## src/rtl/psr_pkg.sv

```systemverilog
// psr_pkg: command codes, field layout, timing and carriers for the spi readout
// assumes a 20 MHz core clock and an spi mode 0/3 master on the far side
package psr_pkg;
  localparam int          CLK_HZ        = 20_000_000;
  // conversion times per oversampling step, in microseconds
  localparam int          CONV_US_256   = 600;
  localparam int          CONV_US_512   = 1170;
  localparam int          CONV_US_1024  = 2280;
  localparam int          CONV_US_2048  = 4540;
  localparam int          CONV_US_4096  = 9040;
  localparam int          CYC_PER_US    = CLK_HZ / 1_000_000;
  localparam int          CONV_W        = 18;
  localparam logic [7:0]  CMD_RESET     = 8'h1e;
  localparam logic [7:0]  CMD_ADC_READ  = 8'h00;
  localparam logic [7:0]  CMD_PROM_MASK = 8'hf1;
  localparam logic [7:0]  CMD_PROM_BASE = 8'ha0;
  localparam logic [7:0]  CMD_CONV_MASK = 8'he0;
  localparam logic [7:0]  CMD_CONV_BASE = 8'h40;
  localparam int          CMD_TYP_BIT   = 4;
  localparam int          CMD_OSR_LSB   = 1;
  localparam int          CMD_ADDR_LSB  = 1;
  localparam int          CMD_W         = 8;
  localparam int          ADC_W         = 24;
  localparam int          PROM_W        = 16;
  localparam int          PROM_DEPTH    = 8;
  localparam int          CRC_W         = 4;
  localparam logic [4:0]  ADC_LAST      = 5'h17;
  localparam logic [4:0]  PROM_LAST     = 5'h0f;
  localparam logic [4:0]  CMD_LAST      = 5'h07;
  localparam logic [23:0] ADC_ZERO      = 24'h00_0000;

  typedef enum logic [1:0] {
    PSR_CH_PRESSURE = 2'h0,
    PSR_CH_TEMP     = 2'h1
  } psr_chan_t;

  // conversion request handed from the command decoder to the converter
  typedef struct packed {
    logic      start;
    psr_chan_t chan;
    logic [2:0] osr;
  } psr_conv_req_t;

  // converter status seen by the command logic
  typedef struct packed {
    logic        busy;
    logic        done;
    logic [23:0] value;
  } psr_conv_stat_t;
endpackage

```

## src/rtl/psr_prom.sv

```systemverilog
// psr_prom: eight-word calibration memory, loaded on the reset command
// assumes load is a one-cycle pulse from the command logic
`timescale 1ns/10ps
module psr_prom #(
  parameter logic [15:0] FACTORY_WORD = 16'h0000,  // arbitrary value
  parameter logic [11:0] SERIAL_CODE  = 12'h000,   // arbitrary value
  parameter logic [95:0] COEFFS       = 96'h1234_5678_9abc_def0_1357_2468
) (
  input  wire logic        clk,
  input  wire logic        nrst,
  input  wire logic        load,
  input  wire logic [2:0]  addr,
  output logic [15:0]      word
);
  logic [15:0] mem_q [psr_pkg::PROM_DEPTH];
  logic [15:0] mem_d [psr_pkg::PROM_DEPTH];
  logic [15:0] img   [psr_pkg::PROM_DEPTH];

  // crc-4 over the words with the check nibble held at zero
  function automatic logic [3:0] crc4(input logic [127:0] blk);
    logic [15:0] rem;
    rem = 16'h0000;
    for (int i = 0; i < 16; i++) begin
      rem = rem ^ {8'h00, blk[127 - 8*i -: 8]};
      for (int b = 0; b < 8; b++) begin
        if (rem[15]) begin
          rem = {rem[14:0], 1'b0} ^ 16'h3000;
        end else begin
          rem = {rem[14:0], 1'b0};
        end
      end
    end
    return rem[15:12];
  endfunction

  logic [127:0] flat;
  assign flat = {FACTORY_WORD, COEFFS, SERIAL_CODE, 4'h0};

  genvar g;
  generate
    for (g = 0; g < psr_pkg::PROM_DEPTH - 1; g++) begin : g_img
      assign img[g] = flat[127 - 16*g -: 16];
    end
  endgenerate
  assign img[psr_pkg::PROM_DEPTH-1] = {SERIAL_CODE, crc4(flat)};

  always_comb begin
    for (int i = 0; i < psr_pkg::PROM_DEPTH; i++) begin
      mem_d[i] = load ? img[i] : mem_q[i];
    end
  end

  always_ff @(posedge clk) begin
    for (int i = 0; i < psr_pkg::PROM_DEPTH; i++) begin
      mem_q[i] <= nrst ? mem_d[i] : 16'h0000;
    end
  end

  assign word = mem_q[addr];
endmodule

```

## src/rtl/psr_conv.sv

```systemverilog
// psr_conv: conversion timer and result source for pressure or temperature
// assumes req.start is a single-cycle pulse; sample inputs stand for the analog front end
`timescale 1ns/10ps
module psr_conv (
  input  wire logic                   clk,
  input  wire logic                   nrst,
  input  psr_pkg::psr_conv_req_t      req,
  input  wire logic                   corrupt,
  input  wire logic [23:0]            pres_sample,
  input  wire logic [23:0]            temp_sample,
  output psr_pkg::psr_conv_stat_t     stat
);
  logic [psr_pkg::CONV_W-1:0] cnt_q, cnt_d;
  logic                       busy_q, busy_d;
  logic                       bad_q, bad_d;
  logic                       done_q, done_d;
  psr_pkg::psr_chan_t         chan_q, chan_d;
  logic [23:0]                val_q, val_d;
  logic [psr_pkg::CONV_W-1:0] len;

  always_comb begin
    unique case (req.osr)
      3'h0:    len = psr_pkg::CONV_W'(psr_pkg::CONV_US_256  * psr_pkg::CYC_PER_US);
      3'h1:    len = psr_pkg::CONV_W'(psr_pkg::CONV_US_512  * psr_pkg::CYC_PER_US);
      3'h2:    len = psr_pkg::CONV_W'(psr_pkg::CONV_US_1024 * psr_pkg::CYC_PER_US);
      3'h3:    len = psr_pkg::CONV_W'(psr_pkg::CONV_US_2048 * psr_pkg::CYC_PER_US);
      default: len = psr_pkg::CONV_W'(psr_pkg::CONV_US_4096 * psr_pkg::CYC_PER_US);
    endcase
  end

  always_comb begin
    cnt_d  = cnt_q;
    busy_d = busy_q;
    bad_d  = bad_q | (busy_q & (corrupt | req.start));
    done_d = done_q;
    chan_d = chan_q;
    val_d  = val_q;
    if (req.start && !busy_q) begin
      cnt_d  = len;
      busy_d = 1'b1;
      bad_d  = 1'b0;
      done_d = 1'b0;
      chan_d = req.chan;
    end else if (busy_q) begin
      cnt_d = cnt_q - 1'b1;
      if (cnt_q == 1) begin
        busy_d = 1'b0;
        done_d = 1'b1;
        val_d  = (chan_q == psr_pkg::PSR_CH_PRESSURE) ? pres_sample : temp_sample;
        if (bad_d) begin
          val_d = ~val_d;
        end
      end
    end
  end

  always_ff @(posedge clk) begin
    if (!nrst) begin
      cnt_q  <= '0;
      busy_q <= 1'b0;
      bad_q  <= 1'b0;
      done_q <= 1'b0;
      chan_q <= psr_pkg::PSR_CH_PRESSURE;
      val_q  <= psr_pkg::ADC_ZERO;
    end else begin
      cnt_q  <= cnt_d;
      busy_q <= busy_d;
      bad_q  <= bad_d;
      done_q <= done_d;
      chan_q <= chan_d;
      val_q  <= val_d;
    end
  end

  assign stat.busy  = busy_q;
  assign stat.done  = done_q;
  assign stat.value = val_q;

  AST_CONV_ENDS: assert property (@(posedge clk) disable iff (!nrst)
    busy_q && cnt_q == 1 |=> !busy_q && done_q)
    else $error("conversion did not finish on count end");
endmodule

```

## src/rtl/psr_spi_top.sv

```systemverilog
// psr_spi_top: spi command decoder and shifter of the pressure sensor readout
// assumes sclk, chip select and serial_in come asynchronously from an spi master
`timescale 1ns/10ps
// Notes on behaviour
// a convert command starts pressure or temperature conversion as selected
// conversion keeps running when chip select goes high
// adc read after conversion shifts the result out msb first
// adc read without fresh result returns zero
// adc read during conversion returns zero, conversion continues, result spoiled
// host must not start conversion while one runs; it spoils the value
// host reads whole prom once after every reset
// prom has eight words, 128 bits, chosen by command address
// word 0 factory, 1 to 6 coefficients, 7 serial and check code
// each coefficient is a full 16-bit unsigned word
// prom read is 8-bit command then 16-bit msb-first answer
// prom holds a 4-bit crc over its contents
// host sends reset command once after power-up to load prom
// prom read is command then transfer returning the word
// adc result is 24 bits, host clocks 24 cycles
// host holds chip select low over command and answer, msb first
// host waits the conversion time before adc read
module psr_spi_top (
  input  wire logic        clk,
  input  wire logic        nrst,
  input  wire logic        sclk,
  input  wire logic        chip_select_low,
  input  wire logic        serial_in,
  input  wire logic        protocol_select,
  input  wire logic [23:0] pres_sample,
  input  wire logic [23:0] temp_sample,
  output logic             serial_out,
  output logic             serial_out_oe_n,
  output logic             conv_busy
);
  typedef enum logic [1:0] {
    PSR_ST_CMD  = 2'b00,
    PSR_ST_DATA = 2'b01,
    PSR_ST_DONE = 2'b11
  } psr_state_t;

  // three-stage synchronisers; for sclk and chip select a change counts when stages 2 and 3 agree
  logic [2:0] sclk_s_q, csn_s_q, sdi_s_q;
  logic       sclk_f_q, csn_f_q;
  logic       sclk_f_d, csn_f_d;

  always_comb begin
    sclk_f_d = (sclk_s_q[1] == sclk_s_q[2]) ? sclk_s_q[2] : sclk_f_q;
    csn_f_d  = (csn_s_q[1]  == csn_s_q[2])  ? csn_s_q[2]  : csn_f_q;
  end

  always_ff @(posedge clk) begin
    if (!nrst) begin
      sclk_s_q <= 3'h0;
      csn_s_q  <= 3'h7;
      sdi_s_q  <= 3'h0;
      sclk_f_q <= 1'b0;
      csn_f_q  <= 1'b1;
    end else begin
      sclk_s_q <= {sclk_s_q[1:0], sclk};
      csn_s_q  <= {csn_s_q[1:0], chip_select_low};
      sdi_s_q  <= {sdi_s_q[1:0], serial_in};
      sclk_f_q <= sclk_f_d;
      csn_f_q  <= csn_f_d;
    end
  end

  logic sel, rise, fall;
  assign sel  = !csn_f_q && !protocol_select;
  assign rise = sel && sclk_f_d && !sclk_f_q;
  assign fall = sel && !sclk_f_d && sclk_f_q;

  psr_state_t              st_q, st_d;
  logic [4:0]              bit_q, bit_d;
  logic [7:0]              cmd_q, cmd_d;
  logic [23:0]             sh_q, sh_d;
  logic [4:0]              last_q, last_d;
  logic                    fresh_q, fresh_d;
  logic                    so_q, so_d;
  logic                    oe_n_q, oe_n_d;
  logic                    load_p;
  logic                    rd_busy;
  logic [2:0]              prom_addr;
  logic [15:0]             prom_word;
  psr_pkg::psr_conv_req_t  req;
  psr_pkg::psr_conv_stat_t stat;
  logic                    done_prev_q;
  logic                    done_rise;
  logic [7:0]              cmd_full;

  // a result finishing in the same cycle as a clear stays fresh
  assign done_rise = stat.done & !done_prev_q;

  assign cmd_full  = {cmd_q[6:0], sdi_s_q[2]};
  assign prom_addr = cmd_full[psr_pkg::CMD_ADDR_LSB +: 3];

  always_comb begin
    st_d    = st_q;
    bit_d   = bit_q;
    cmd_d   = cmd_q;
    sh_d    = sh_q;
    last_d  = last_q;
    fresh_d = fresh_q | done_rise;
    so_d    = so_q;
    oe_n_d  = csn_f_q | protocol_select;
    load_p  = 1'b0;
    rd_busy = 1'b0;
    req     = '{start: 1'b0, chan: psr_pkg::PSR_CH_PRESSURE, osr: 3'h0};
    if (!sel) begin
      st_d  = PSR_ST_CMD;
      bit_d = 5'h00;
    end else if (rise) begin
      unique case (st_q)
        PSR_ST_CMD: begin
          cmd_d = cmd_full;
          bit_d = bit_q + 5'h01;
          if (bit_q == psr_pkg::CMD_LAST) begin
            bit_d = 5'h00;
            st_d  = PSR_ST_DONE;
            if (cmd_full == psr_pkg::CMD_RESET) begin
              load_p  = 1'b1;
              fresh_d = done_rise;
            end else if ((cmd_full & psr_pkg::CMD_CONV_MASK) == psr_pkg::CMD_CONV_BASE) begin
              req.start = 1'b1;
              req.chan  = cmd_full[psr_pkg::CMD_TYP_BIT] ?
                          psr_pkg::PSR_CH_TEMP : psr_pkg::PSR_CH_PRESSURE;
              req.osr   = cmd_full[psr_pkg::CMD_OSR_LSB +: 3];
              fresh_d   = done_rise;
            end else if (cmd_full == psr_pkg::CMD_ADC_READ) begin
              st_d   = PSR_ST_DATA;
              last_d = psr_pkg::ADC_LAST;
              // zero unless a finished result is unread
              sh_d   = (fresh_q && !stat.busy) ? stat.value : psr_pkg::ADC_ZERO;
              rd_busy = stat.busy;
              fresh_d = done_rise;
            end else if ((cmd_full & psr_pkg::CMD_PROM_MASK) == psr_pkg::CMD_PROM_BASE) begin
              st_d   = PSR_ST_DATA;
              last_d = psr_pkg::PROM_LAST;
              sh_d   = {prom_word, 8'h00};
            end
          end
        end
        PSR_ST_DATA: begin
          bit_d = bit_q + 5'h01;
          if (bit_q == last_q) begin
            st_d = PSR_ST_DONE;
          end
        end
        PSR_ST_DONE: begin
          st_d = PSR_ST_DONE;
        end
      endcase
    end else if (fall) begin
      if (st_q == PSR_ST_DATA) begin
        so_d = sh_q[psr_pkg::ADC_W-1];
        sh_d = {sh_q[psr_pkg::ADC_W-2:0], 1'b0};
      end else begin
        so_d = 1'b0;
      end
    end
  end

  always_ff @(posedge clk) begin
    if (!nrst) begin
      st_q        <= PSR_ST_CMD;
      bit_q       <= 5'h00;
      cmd_q       <= 8'h00;
      sh_q        <= psr_pkg::ADC_ZERO;
      last_q      <= 5'h00;
      fresh_q     <= 1'b0;
      so_q        <= 1'b0;
      oe_n_q      <= 1'b1;
      done_prev_q <= 1'b0;
    end else begin
      st_q        <= st_d;
      bit_q       <= bit_d;
      cmd_q       <= cmd_d;
      sh_q        <= sh_d;
      last_q      <= last_d;
      fresh_q     <= fresh_d;
      so_q        <= so_d;
      oe_n_q      <= oe_n_d;
      done_prev_q <= stat.done;
    end
  end

  // conversion runs in its own block, independent of chip select
  psr_conv u_conv (
    .clk         (clk),
    .nrst        (nrst),
    .req         (req),
    .corrupt     (rd_busy),
    .pres_sample (pres_sample),
    .temp_sample (temp_sample),
    .stat        (stat)
  );

  psr_prom u_prom (
    .clk  (clk),
    .nrst (nrst),
    .load (load_p),
    .addr (prom_addr),
    .word (prom_word)
  );

  logic busy_o_q;
  always_ff @(posedge clk) begin
    if (!nrst) begin
      busy_o_q <= 1'b0;
    end else begin
      busy_o_q <= stat.busy;
    end
  end

  assign serial_out      = so_q;
  assign serial_out_oe_n = oe_n_q;
  assign conv_busy       = busy_o_q;

  AST_BUSY_THRU_CS: assert property (@(posedge clk) disable iff (!nrst)
    stat.busy && csn_f_q |=> stat.busy || stat.done)
    else $error("conversion disturbed by chip select");
  AST_ADC_ZERO: assert property (@(posedge clk) disable iff (!nrst)
    rise && st_q == PSR_ST_CMD && bit_q == psr_pkg::CMD_LAST &&
    cmd_full == psr_pkg::CMD_ADC_READ && !fresh_q |=> sh_q == psr_pkg::ADC_ZERO)
    else $error("stale adc read not zero");
  AST_ADC_BUSY: assert property (@(posedge clk) disable iff (!nrst)
    rise && st_q == PSR_ST_CMD && bit_q == psr_pkg::CMD_LAST &&
    cmd_full == psr_pkg::CMD_ADC_READ && stat.busy |=> sh_q == psr_pkg::ADC_ZERO && stat.busy)
    else $error("adc read during conversion wrong");
  AST_START: assert property (@(posedge clk) disable iff (!nrst)
    req.start && !stat.busy |=> stat.busy)
    else $error("conversion did not start");
  AST_ONE_READ: assert property (@(posedge clk) disable iff (!nrst)
    rise && st_q == PSR_ST_CMD && bit_q == psr_pkg::CMD_LAST &&
    cmd_full == psr_pkg::CMD_ADC_READ |=> !fresh_q)
    else $error("result still marked fresh after read");
  AST_PROM_LOAD: assert property (@(posedge clk) disable iff (!nrst)
    rise && st_q == PSR_ST_CMD && bit_q == psr_pkg::CMD_LAST &&
    (cmd_full & psr_pkg::CMD_PROM_MASK) == psr_pkg::CMD_PROM_BASE
    |=> sh_q[23:8] == $past(prom_word) && last_q == psr_pkg::PROM_LAST)
    else $error("prom word not loaded");
  AST_OE: assert property (@(posedge clk) disable iff (!nrst)
    csn_f_q |=> serial_out_oe_n)
    else $error("output driven while deselected");
  AST_MSB: assert property (@(posedge clk) disable iff (!nrst)
    fall && st_q == PSR_ST_DATA |=> serial_out == $past(sh_q[23]))
    else $error("output bit not msb first");
endmodule

```

## config.mk

```make
export PLATFORM = sky130hd
export DESIGN_NAME = psr_spi_top
export DESIGN_NICKNAME = d
export VERILOG_FILES = /design/src/rtl/psr_pkg.sv /design/src/rtl/psr_prom.sv /design/src/rtl/psr_conv.sv /design/src/rtl/psr_spi_top.sv
export SDC_FILE = /design/constraint.sdc
export NUM_CORES = 1
export LEC_CHECK = 0
export BUFFER_PORTS_ARGS = -buffer_cell sky130_fd_sc_hd__buf_2
export CAP_MARGIN = 20
export CORE_ASPECT_RATIO = 1.4
export CORE_UTILIZATION = 50
export CTS_CLUSTER_DIAMETER = 60
export DETAILED_ROUTE_END_ITERATION = 10
export HOLD_SLACK_MARGIN = 0.05
export PLACE_DENSITY_LB_ADDON = 0.2
export SLEW_MARGIN = 10
export SYNTH_ARGS = -nofsm -noshare
export SYNTH_HDL_FRONTEND = slang
export SYNTH_SLANG_ARGS = --single-unit
```

## constraint.sdc

```tcl
create_clock -name clk -period 2.1 [get_ports clk]
set_input_delay 0.42 -clock clk [delete_from_list [all_inputs] [get_ports clk]]
set_output_delay 0.42 -clock clk [all_outputs]
set_load 0.05 [all_outputs]
```

==> out/results.ini, run 1 <==
[worst_setup_path]
timing.rr.end = sh_q[4]
rrSetupSlack_ns = -0.004
critPathMaxFanout = 12
rr_startpoint = cmd_q[0]
critPathRequiredTime_ns = 2.35
cp-end-kind = register
reg2reg_depth = 9
start_kind = register
crit_arrival_ns = 2.36
path_class = reg -> reg

[clock_network]
htree_num_levels = 3
clk_latency_ns = 0.35
postCtsHoldBufs = 0
cts_sinks = 107
clkTransAtPathRegs_ns = 0.08
cts-root-buf = clkbuf_16
cts_made_buffers = 9
cts.path.max_buffers = 2
cts_tree = yes

[placement]
dp_cells = 784
placed_cell_area_mm2 = 0.00594
dp_slack_ns = -0.0719
hpwl_mm = 9.21
port_buffers = 56
gp_congestion = 0.843

[power]
power.density_mw_per_mm2 = 589
p_sw_uw = 872
p_int_uw = 2970
clkPwrFrac_pct = 42.8
leakagePower_uw = 0.00249
switching_share_pct = 22.7
seqPwrFrac_pct = 53.2
power_frac_comb_pct = 4.0
ir_drop_mv = 0.388

[routing]
via_count = 4888
antenna_left = 0
wl_per_cell_um = 17.3
via_per_inst = 6.01
initialDrtViolationCount = 204
wl_mm = 14.0
dr.pass1.iters = 5
drc = 0

[finish]
layout.nets = 730
layout_common_cells = dfxtp_1 (101), a21oi_1 (57), buf_2 (56)
fin_area_mm2 = 0.00651
fin_cells = 813
final_common_cell = dfxtp_1
utilization_pct = 65.1
drive_above_1_share_pct = 26.4
area_growth_syn_to_layout_pct = 25.0
antenna_cells = 0

[grt]
antenna_found_initial = 0
grt_usage_pct = 25.4
grt_start_max_net_pins = 38
grt_pass1_vias = 4478
grt_overflow = 0
grt_first_pass_wirelength_mm = 21.1

[floorplan]
fp.dieArea_mm2 = 0.0108
io_pins = 57
core_mm2 = 0.0100
die_w_um = 88.3
start_util_pct = 52.1
die_y_um = 123
rows = 43

[logic_synthesis]
synthesis.area_mm2 = 0.00521
yosysSeqAreaShare_pct = 41.3
ys_types = 66
ys_async_sr_fraction_pct = 0
postSynthRegisterBits = 107
synth_ff_type = dfxtp_1
syn_avg_cell_area_um2 = 8.89
synth_edf_count = 1
synth_nets = 643
syn_inst = 586
synth.yosys.warnings = 0

[outcome]
failed_checks = negative setup slack
status = finished, violations left

[timing]
fin_crit_sh_pct = 100
max_freq_ghz = 0.475
rsz0062_at_grt = true
drv_slew = 0
timing.slew.headroom_pct = 60.4
setup_viol = 1
worst_slew_pin_slew_ns = 0.589
layout_setup_ws_ns = -0.00426
clock_skew_ns = 0.0130
min_period_ns = 2.10
hold_viol = 0

[min_path]
min_to = csn_s_q[0]
worstHoldPathCells = 2
hp-start = chip_select_low
hp-class = in -> reg

[job]
maxCapViolCount = 0

-- Yosys cell counts, types with 15 or more instances --
library cell,n,area [um2]
mux2i_1,29,290
nand3_1,20,100
a21oi_1,57,285
dfxtp_1,106,2120
clkbuf_1,32,120
nor2_1,32,120
o31ai_1,15,113
nor3_1,18,90.1
nand2_1,31,116
o21ai_0,34,170
xnor2_1,32,280
-- registers in the layout, summed over array words and instances (netlist names), 2 cells and up, named ones only --
signal / count
sh_q: 24
u_conv.val_q: 24
u_conv.cnt_q: 18
cmd_q: 7
bit_q: 5
csn_s_q: 3
last_q: 3
sclk_s_q: 3
sdi_s_q: 3
st_q: 2
-- per-layer routing --
layer,part of all wire (%),routed length (um),global-route usage (%),up-vias
li1,-,-,-,2355
met1,39,5490,27.8,2343
met2,53,7450,45.0,143
met3,3.4,478,3.23,47
met4,4.5,629,16.7,0
met5,0,0,0,-
-- final cells by class --
type	count	area (um2)
fill	861	3490
inverter	7	26.3
tap	135	169
clock buffer	10	239
multi-input combinational	426	2950
clock inverter	6	46.3
sequential	107	2160
timing repair buffer	122	930
-- cells by family (layout without fill, tap and decap cells) --
kind of cell	Yosys count	in the layout	synth area share (%)
AOI/OAI and AO/OA	173	173	22.0
xor gates and xnor gates	36	36	6.05
adders and majority gates	3	3	0.720
buffers and inverters	53	145	4.39
DFF	107	107	41.3
muxes	30	30	5.79
and+or+nand+nor	184	184	19.7
-- power groups by stage --
| stage | combinational [uW] | clock, uW | sequential [uW] |
|---|---|---|---|
| after floorplan | 72.0 | 0 | 2090 |
| after global placement | 144 | 0 | 2090 |
| after detailed placement | 148 | 0 | 2090 |
| after CTS | 149 | 1680 | 2040 |
| after global routing | 167 | 1760 | 2040 |
| final | 154 | 1640 | 2040 |
-- worst max path at each step --
| stage | start | end | slack (ns) | cells past startpoint |
|---|---|---|---|---|
| 2_1_floorplan | bit_q[0] | u_conv.cnt_q[11] | 0.15 | 7 |
| 3_3_place_gp | cmd_q[6] | sh_q[0] | 0.03 | 6 |
| 3_5_place_dp | cmd_q[6] | sh_q[4] | -0.07 | 6 |
| 4_1_cts | cmd_q[6] | sh_q[14] | 0.01 | 6 |
| 5_1_grt | bit_q[0] | sh_q[4] | -0.1 | 9 |
| 6_report | cmd_q[0] | sh_q[4] | -0.004 | 9 |
-- through the flow --
| step | setup TNS, ns | hold slack, ns | total power [uW] |
|---|---|---|---|
| 2_1_floorplan | 0 | 0.386 | 2160 |
| 3_3_place_gp | 0 | 0.387 | 2240 |
| 3_5_place_dp | -0.361 | 0.401 | 2240 |
| 4_1_cts | 0 | 0.236 | 3870 |
| 5_1_grt | -0.205 | 0.249 | 3970 |
| 6_report | -0.00426 | 0.243 | 3840 |
-- what timing repair did --
item / CTS / global route
gates resized for setup: 1 / 36
buffers inserted: 2 / 10
endpoints found under the setup margin: 15 / 44
gates cloned: 0 / 2
pin swaps: 2 / 11
-- worst max-delay path: stages (launching register included) --
cell and delay (ns):
dfxtp_1 0.33, buf_4 0.18, nand2_1 0.09, o41ai_2 0.31, buf_4 0.18, nor4_4 0.04, buf_4 0.17, or2_4 0.24
buf_4 0.19, a211oi_1 0.27
Power figures use the tool's default switching activity.
==> run 2: changes to the inputs <==
--- a/config.mk
+++ b/config.mk
@@ -7,13 +7,11 @@
 export LEC_CHECK = 0
 export BUFFER_PORTS_ARGS = -buffer_cell sky130_fd_sc_hd__buf_2
 export CAP_MARGIN = 20
-export CORE_ASPECT_RATIO = 1.4
 export CORE_UTILIZATION = 50
 export CTS_CLUSTER_DIAMETER = 60
 export DETAILED_ROUTE_END_ITERATION = 10
 export HOLD_SLACK_MARGIN = 0.05
 export PLACE_DENSITY_LB_ADDON = 0.2
-export SLEW_MARGIN = 10
 export SYNTH_ARGS = -nofsm -noshare
 export SYNTH_HDL_FRONTEND = slang
 export SYNTH_SLANG_ARGS = --single-unit
==> run 2 against run 1 <==
Compared with the run above: the flow still finishes with violations (negative setup slack); sequential power is essentially flat; setup slack better by 0.0026 ns; routed wire length down 7.1%; cell count shrank 2.3%; flip-flop and latch count is the same; die area about the same; combinational power shrank 9%; clock power shrank 22%; global-route usage fell by 1.6 points; sequential share of layout area increased by 1.5 points; critical path depth down 2; non-clock buffer count shrank 17.
==> out/results.ini, run 2 (synthesis gave the netlist of run 1 again) <==
[outcome]
status = finished, violations left
failed_checks = negative setup slack

[timing]
worst_slew_pin_slew_ns = 0.606
rsz0062_at_grt = true
min_period_ns = 2.10
fin_crit_sh_pct = 100
max_freq_ghz = 0.476
fin_hold_ws_ns = 0.206
drv_slew = 0
hold_viol = 0
setup_viol = 1
timing.slew.headroom_pct = 59.3
clock_skew_ns = 0.00706
layout_setup_ws_ns = -0.00163

[power]
ir_drop_mv = 0.382
power_uw = 3460
power_frac_comb_pct = 4.0
power.density_mw_per_mm2 = 557
switching_share_pct = 23.2
leakagePower_uw = 0.00233
clkPwrFrac_pct = 36.9
seqPwrFrac_pct = 59.1
p_sw_uw = 804
p_int_uw = 2660

[min_path]
hp-class = in -> reg

[clock_network]
cts.path.max_buffers = 2
clkTransAtPathRegs_ns = 0.10
htree_num_levels = 3
cts_sinks = 107
postCtsHoldBufs = 0
cts-root-buf = clkbuf_8
cts_made_buffers = 9
clk_latency_ns = 0.38
cts_tree = yes

[grt]
grt_overflow = 0
grt_usage_pct = 23.8
grt_start_max_net_pins = 34
grt_first_pass_wirelength_mm = 21.0
antenna_found_initial = 0
grt_pass1_vias = 4278

[finish]
fillers = 868
final_common_cell = dfxtp_1
utilization_pct = 62.5
top_regs = sh_q x24, u_conv.val_q x24, u_conv.cnt_q x18
layout.nets = 713
area_growth_syn_to_layout_pct = 19.3
layout_common_cells = dfxtp_1 (103), a21oi_1 (57), buf_2 (57)
fin_cells = 794
antenna_cells = 0
drive_above_1_share_pct = 23.4

[routing]
via_count = 4698
initialDrtViolationCount = 230
antenna_left = 0
wl_mm = 13.0
via_per_inst = 5.92
wl_per_cell_um = 16.4
drc = 0
dr.pass1.iters = 4

[worst_setup_path]
path_class = reg -> reg
crit_arrival_ns = 2.41
critPathRequiredTime_ns = 2.41
cp-end-kind = register
start_kind = register
critPathMaxFanout = 8

[job]
maxCapViolCount = 0

[placement]
port_buffers = 56
dp_cells = 773
hpwl_mm = 8.64
gp_congestion = 0.877

[floorplan]
fp.dieArea_mm2 = 0.0108
die_w_um = 104
rows = 36
start_util_pct = 52.4
die_y_um = 104
io_pins = 57
core_mm2 = 0.00995

## run 2: changes by cell type in the layout (fill, tap and decap cells not counted), moves of 5 or more
cell	delta
clkbuf_8	+8
xnor2_1	+5
xnor2_2	-5
buf_4	-14
clkbuf_16	-10
## run 2: critical path, cell delays in order, from the launching register on
cell and delay, ns:
dfxtp_2 0.34, or4_4 0.57, a2bb2oi_2 0.18, nor4_4 0.28
buf_4 0.19, buf_4 0.17, nor2_1 0.08, o31ai_1 0.22
## run 2: final cells by class
cell class              count  area, um2  share of cell area (%)
clock buffers               9        124                    1.99
well taps                 133        166                    2.68
clock inverters             7       68.8                    1.11
inverters                   7       26.3                   0.423
flip-flops and latches    107       2160                    34.7
multi-input cells         426       2920                    47.0
repair buffers            105        753                    12.1
## run 2: timing repair
| action | in CTS | in global routing |
|---|---|---|
| gates resized for setup | 0 | 25 |
| buffers inserted | 0 | 3 |
| setup endpoints to repair | 0 | 49 |
## run 2: power by group through the flow
stage               clock network, uW  registers [uW]  logic [uW]
detailed placement                  0            2090         139
global placement                    0            2090         135
floorplan                           0            2090        72.0
CTS                              1300            2040         139
finish                           1280            2050         140
global route                     1380            2050         154
## run 2: final timing paths
kind | startpoint | end | slack, ns | depth (start not counted)
worst max-delay path | cmd_q[2] | sh_q[14] | -0.002 | 7
worst min-delay path | chip_select_low | csn_s_q[0] | 0.21 | 2
worst max register to register | cmd_q[2] | sh_q[14] | -0.002 | 7
worst min register to register | csn_s_q[0] | csn_s_q[1] | 0.42 | 1
## run 2: layer usage
| metal | vias to the layer above | GRT usage (%) | part of all wire [%] |
|---|---|---|---|
| met5 | - | 0 | 0 |
| met4 | 0 | 6.73 | 1.1 |
| met3 | 15 | 5.58 | 4.4 |
| met2 | 119 | 38.6 | 49 |
| met1 | 2253 | 31.5 | 46 |
| li1 | 2311 | - | - |
## run 2: per-stage QoR
stage	TNS, ns	cell area (um2)	setup slack, ns
floorplan	0	5210	0.151
global placement	0	5870	0.0538
detailed placement	0	5870	0.00644
CTS	0	6060	0.0247
global route	-0.366	6220	-0.0723
finish	-0.00163	6220	-0.00163
==> run 3: changes to the inputs <==
--- a/config.mk
+++ b/config.mk
@@ -10,6 +10,7 @@
 export CORE_UTILIZATION = 50
 export CTS_CLUSTER_DIAMETER = 60
 export DETAILED_ROUTE_END_ITERATION = 10
+export GPL_TIMING_DRIVEN = 0
 export HOLD_SLACK_MARGIN = 0.05
 export PLACE_DENSITY_LB_ADDON = 0.2
 export SYNTH_ARGS = -nofsm -noshare
==> run 3 against run 2 <==
Compared with the run above: the flow now finishes without violations; routed wire length increased by 8.1%; sequential power about the same; flip-flop and latch count unchanged; hold slack improved by 0.014 ns; design area decreased by 0.12%; register-to-register slack improved by 0.04 ns; first-iteration DRC count increased by 33%; setup slack improved by 0.036 ns; clock-buffer cell count increased by 1.
==> out/results.ini, run 3 (synthesis gave the netlist of run 1 again) <==
[grt]
grt_first_pass_wirelength_mm = 22.9
grt_pass1_vias = 4752
grt_start_max_net_pins = 20
antenna_found_initial = 0
grt_overflow = 0
grt_usage_pct = 26.2

[routing]
drc = 0
initialDrtViolationCount = 307
dr.pass1.iters = 5
via_per_inst = 6.12
antenna_left = 0
wl_mm = 14.1
wl_per_cell_um = 17.7
via_count = 4867

[worst_setup_path]
cp_num_buf_inv = 2
cp-end-kind = register
rrSetupSlack_ns = 0.03
rr_startpoint = cmd_q[6]
cp_slowest_cell = or4_4
timing.rr.end = sh_q[11]
critPathMaxFanout = 10
path_cells = or4_4 -> a2bb2oi_2 -> nor4_4 -> buf_6 -> or2_4 -> buf_8 -> mux2i_1
slowest_delay_ns = 0.60
reg2reg_depth = 7
crit_arrival_ns = 2.38
path_class = reg -> reg
path_delay_family = simple AND/OR/NAND/NOR gates
critPathRequiredTime_ns = 2.41
start_kind = register

[timing]
min_period_ns = 2.07
setup_viol = 0
rsz0062_at_grt = true
setup_tns_ns = 0
timing.slew.headroom_pct = 52.8
drv_slew = 0
hold_viol = 0
clock_skew_ns = 0.0102
fin_crit_sh_pct = 98.3
max_freq_ghz = 0.484
worst_slew_pin_slew_ns = 0.707

[min_path]
worstHoldPathCells = 2
hp-start = chip_select_low
min_to = csn_s_q[0]
hp-class = in -> reg

[finish]
layout.nets = 714
fin_cells = 795
antenna_cells = 0
drive_above_1_share_pct = 23.6
top_regs = sh_q x24, u_conv.val_q x24, u_conv.cnt_q x18
utilization_pct = 62.4
fillers = 886
final_common_cell = dfxtp_1
layout_common_cells = dfxtp_1 (97), buf_2 (59), a21oi_1 (57)
area_growth_syn_to_layout_pct = 19.2

[floorplan]
core_mm2 = 0.00995
rows = 36
start_util_pct = 52.4
die_y_um = 104
io_pins = 57
die_w_um = 104
fp.dieArea_mm2 = 0.0108

[placement]
dp_cells = 775
hpwl_mm = 9.65
gp_congestion = 0.911
port_buffers = 56

[outcome]
status = finished, final reports clean

[power]
leakagePower_uw = 0.00227
switching_share_pct = 23.0
power.density_mw_per_mm2 = 557
power_frac_comb_pct = 4.3
seqPwrFrac_pct = 59.1
p_int_uw = 2660
clkPwrFrac_pct = 36.6
p_sw_uw = 795
ir_drop_mv = 0.424

[clock_network]
clkTransAtPathRegs_ns = 0.10
cts_made_buffers = 9
cts_tree = yes
cts-root-buf = clkbuf_8
clk_latency_ns = 0.38
postCtsHoldBufs = 0
cts.path.max_buffers = 2
cts_sinks = 107
htree_num_levels = 3

[job]
maxCapViolCount = 0

## run 3: cell types whose count changed in the layout (fill, tap and decap cells not counted), moves of 4 or more
cell,previous run,this run
buf_8,0,4
dfxtp_1,103,97
clkbuf_2,0,9
buf_12,6,1
buf_4,37,7
clkbuf_1,0,18
## run 3: worst max-delay path by stage
stage                          from          endpoint  slack [ns]  cells after the start
detailed placement  protocol_select           sh_q[7]       -0.34                      8
finish                     cmd_q[6]          sh_q[11]        0.03                      7
global route               cmd_q[6]          sh_q[20]      -0.007                      7
floorplan                  bit_q[0]  u_conv.cnt_q[11]        0.15                      7
CTS                         csn_f_q  u_conv.cnt_q[12]       -0.02                      6
global placement    protocol_select           sh_q[7]       -0.29                      8
## run 3: cell type report
type / instances / area (um2) / area share, %
Tap cell: 133 / 166 / 2.68
Buffer: 42 / 270 / 4.35
Inverter: 7 / 26.3 / 0.423
Sequential cell: 107 / 2170 / 35.0
Multi-Input combinational cell: 426 / 3000 / 48.4
Timing Repair Buffer: 64 / 378 / 6.09
Clock inverter: 6 / 66.3 / 1.07
Clock buffer: 10 / 128 / 2.06
## run 3: power groups by stage
stage	combinational, uW	clock [uW]	sequential (uW)
after global placement	140	0	2090
after detailed placement	145	0	2090
after floorplan	72.0	0	2090
final	149	1270	2040
after global routing	163	1380	2040
after CTS	146	1290	2050
## run 3: layer usage
metal  vias to the layer above  wire length, um  GRT usage, %
li1                       2319                -             -
met1                      2329             5940          32.7
met2                       190             6880          43.6
met3                        29              953          6.14
met4                         0              321          10.2
met5                         -                0             0
## run 3: repair_timing
action,CTS,global route
gates cloned,0,1
setup endpoints to repair,61,68
resized for setup,33,60
pin swaps,5,9
setup buffers,5,2
## run 3: per-stage QoR
stage,power (uW),cell area (um2),hold WS (ns),worst slack (ns)
global route,3590,6210,0.214,-0.00746
floorplan,2160,5210,0.386,0.151
finish,3460,6210,0.220,0.0347
detailed placement,2240,5660,0.395,-0.336
CTS,3480,5980,0.200,-0.0212
global placement,2230,5660,0.389,-0.294
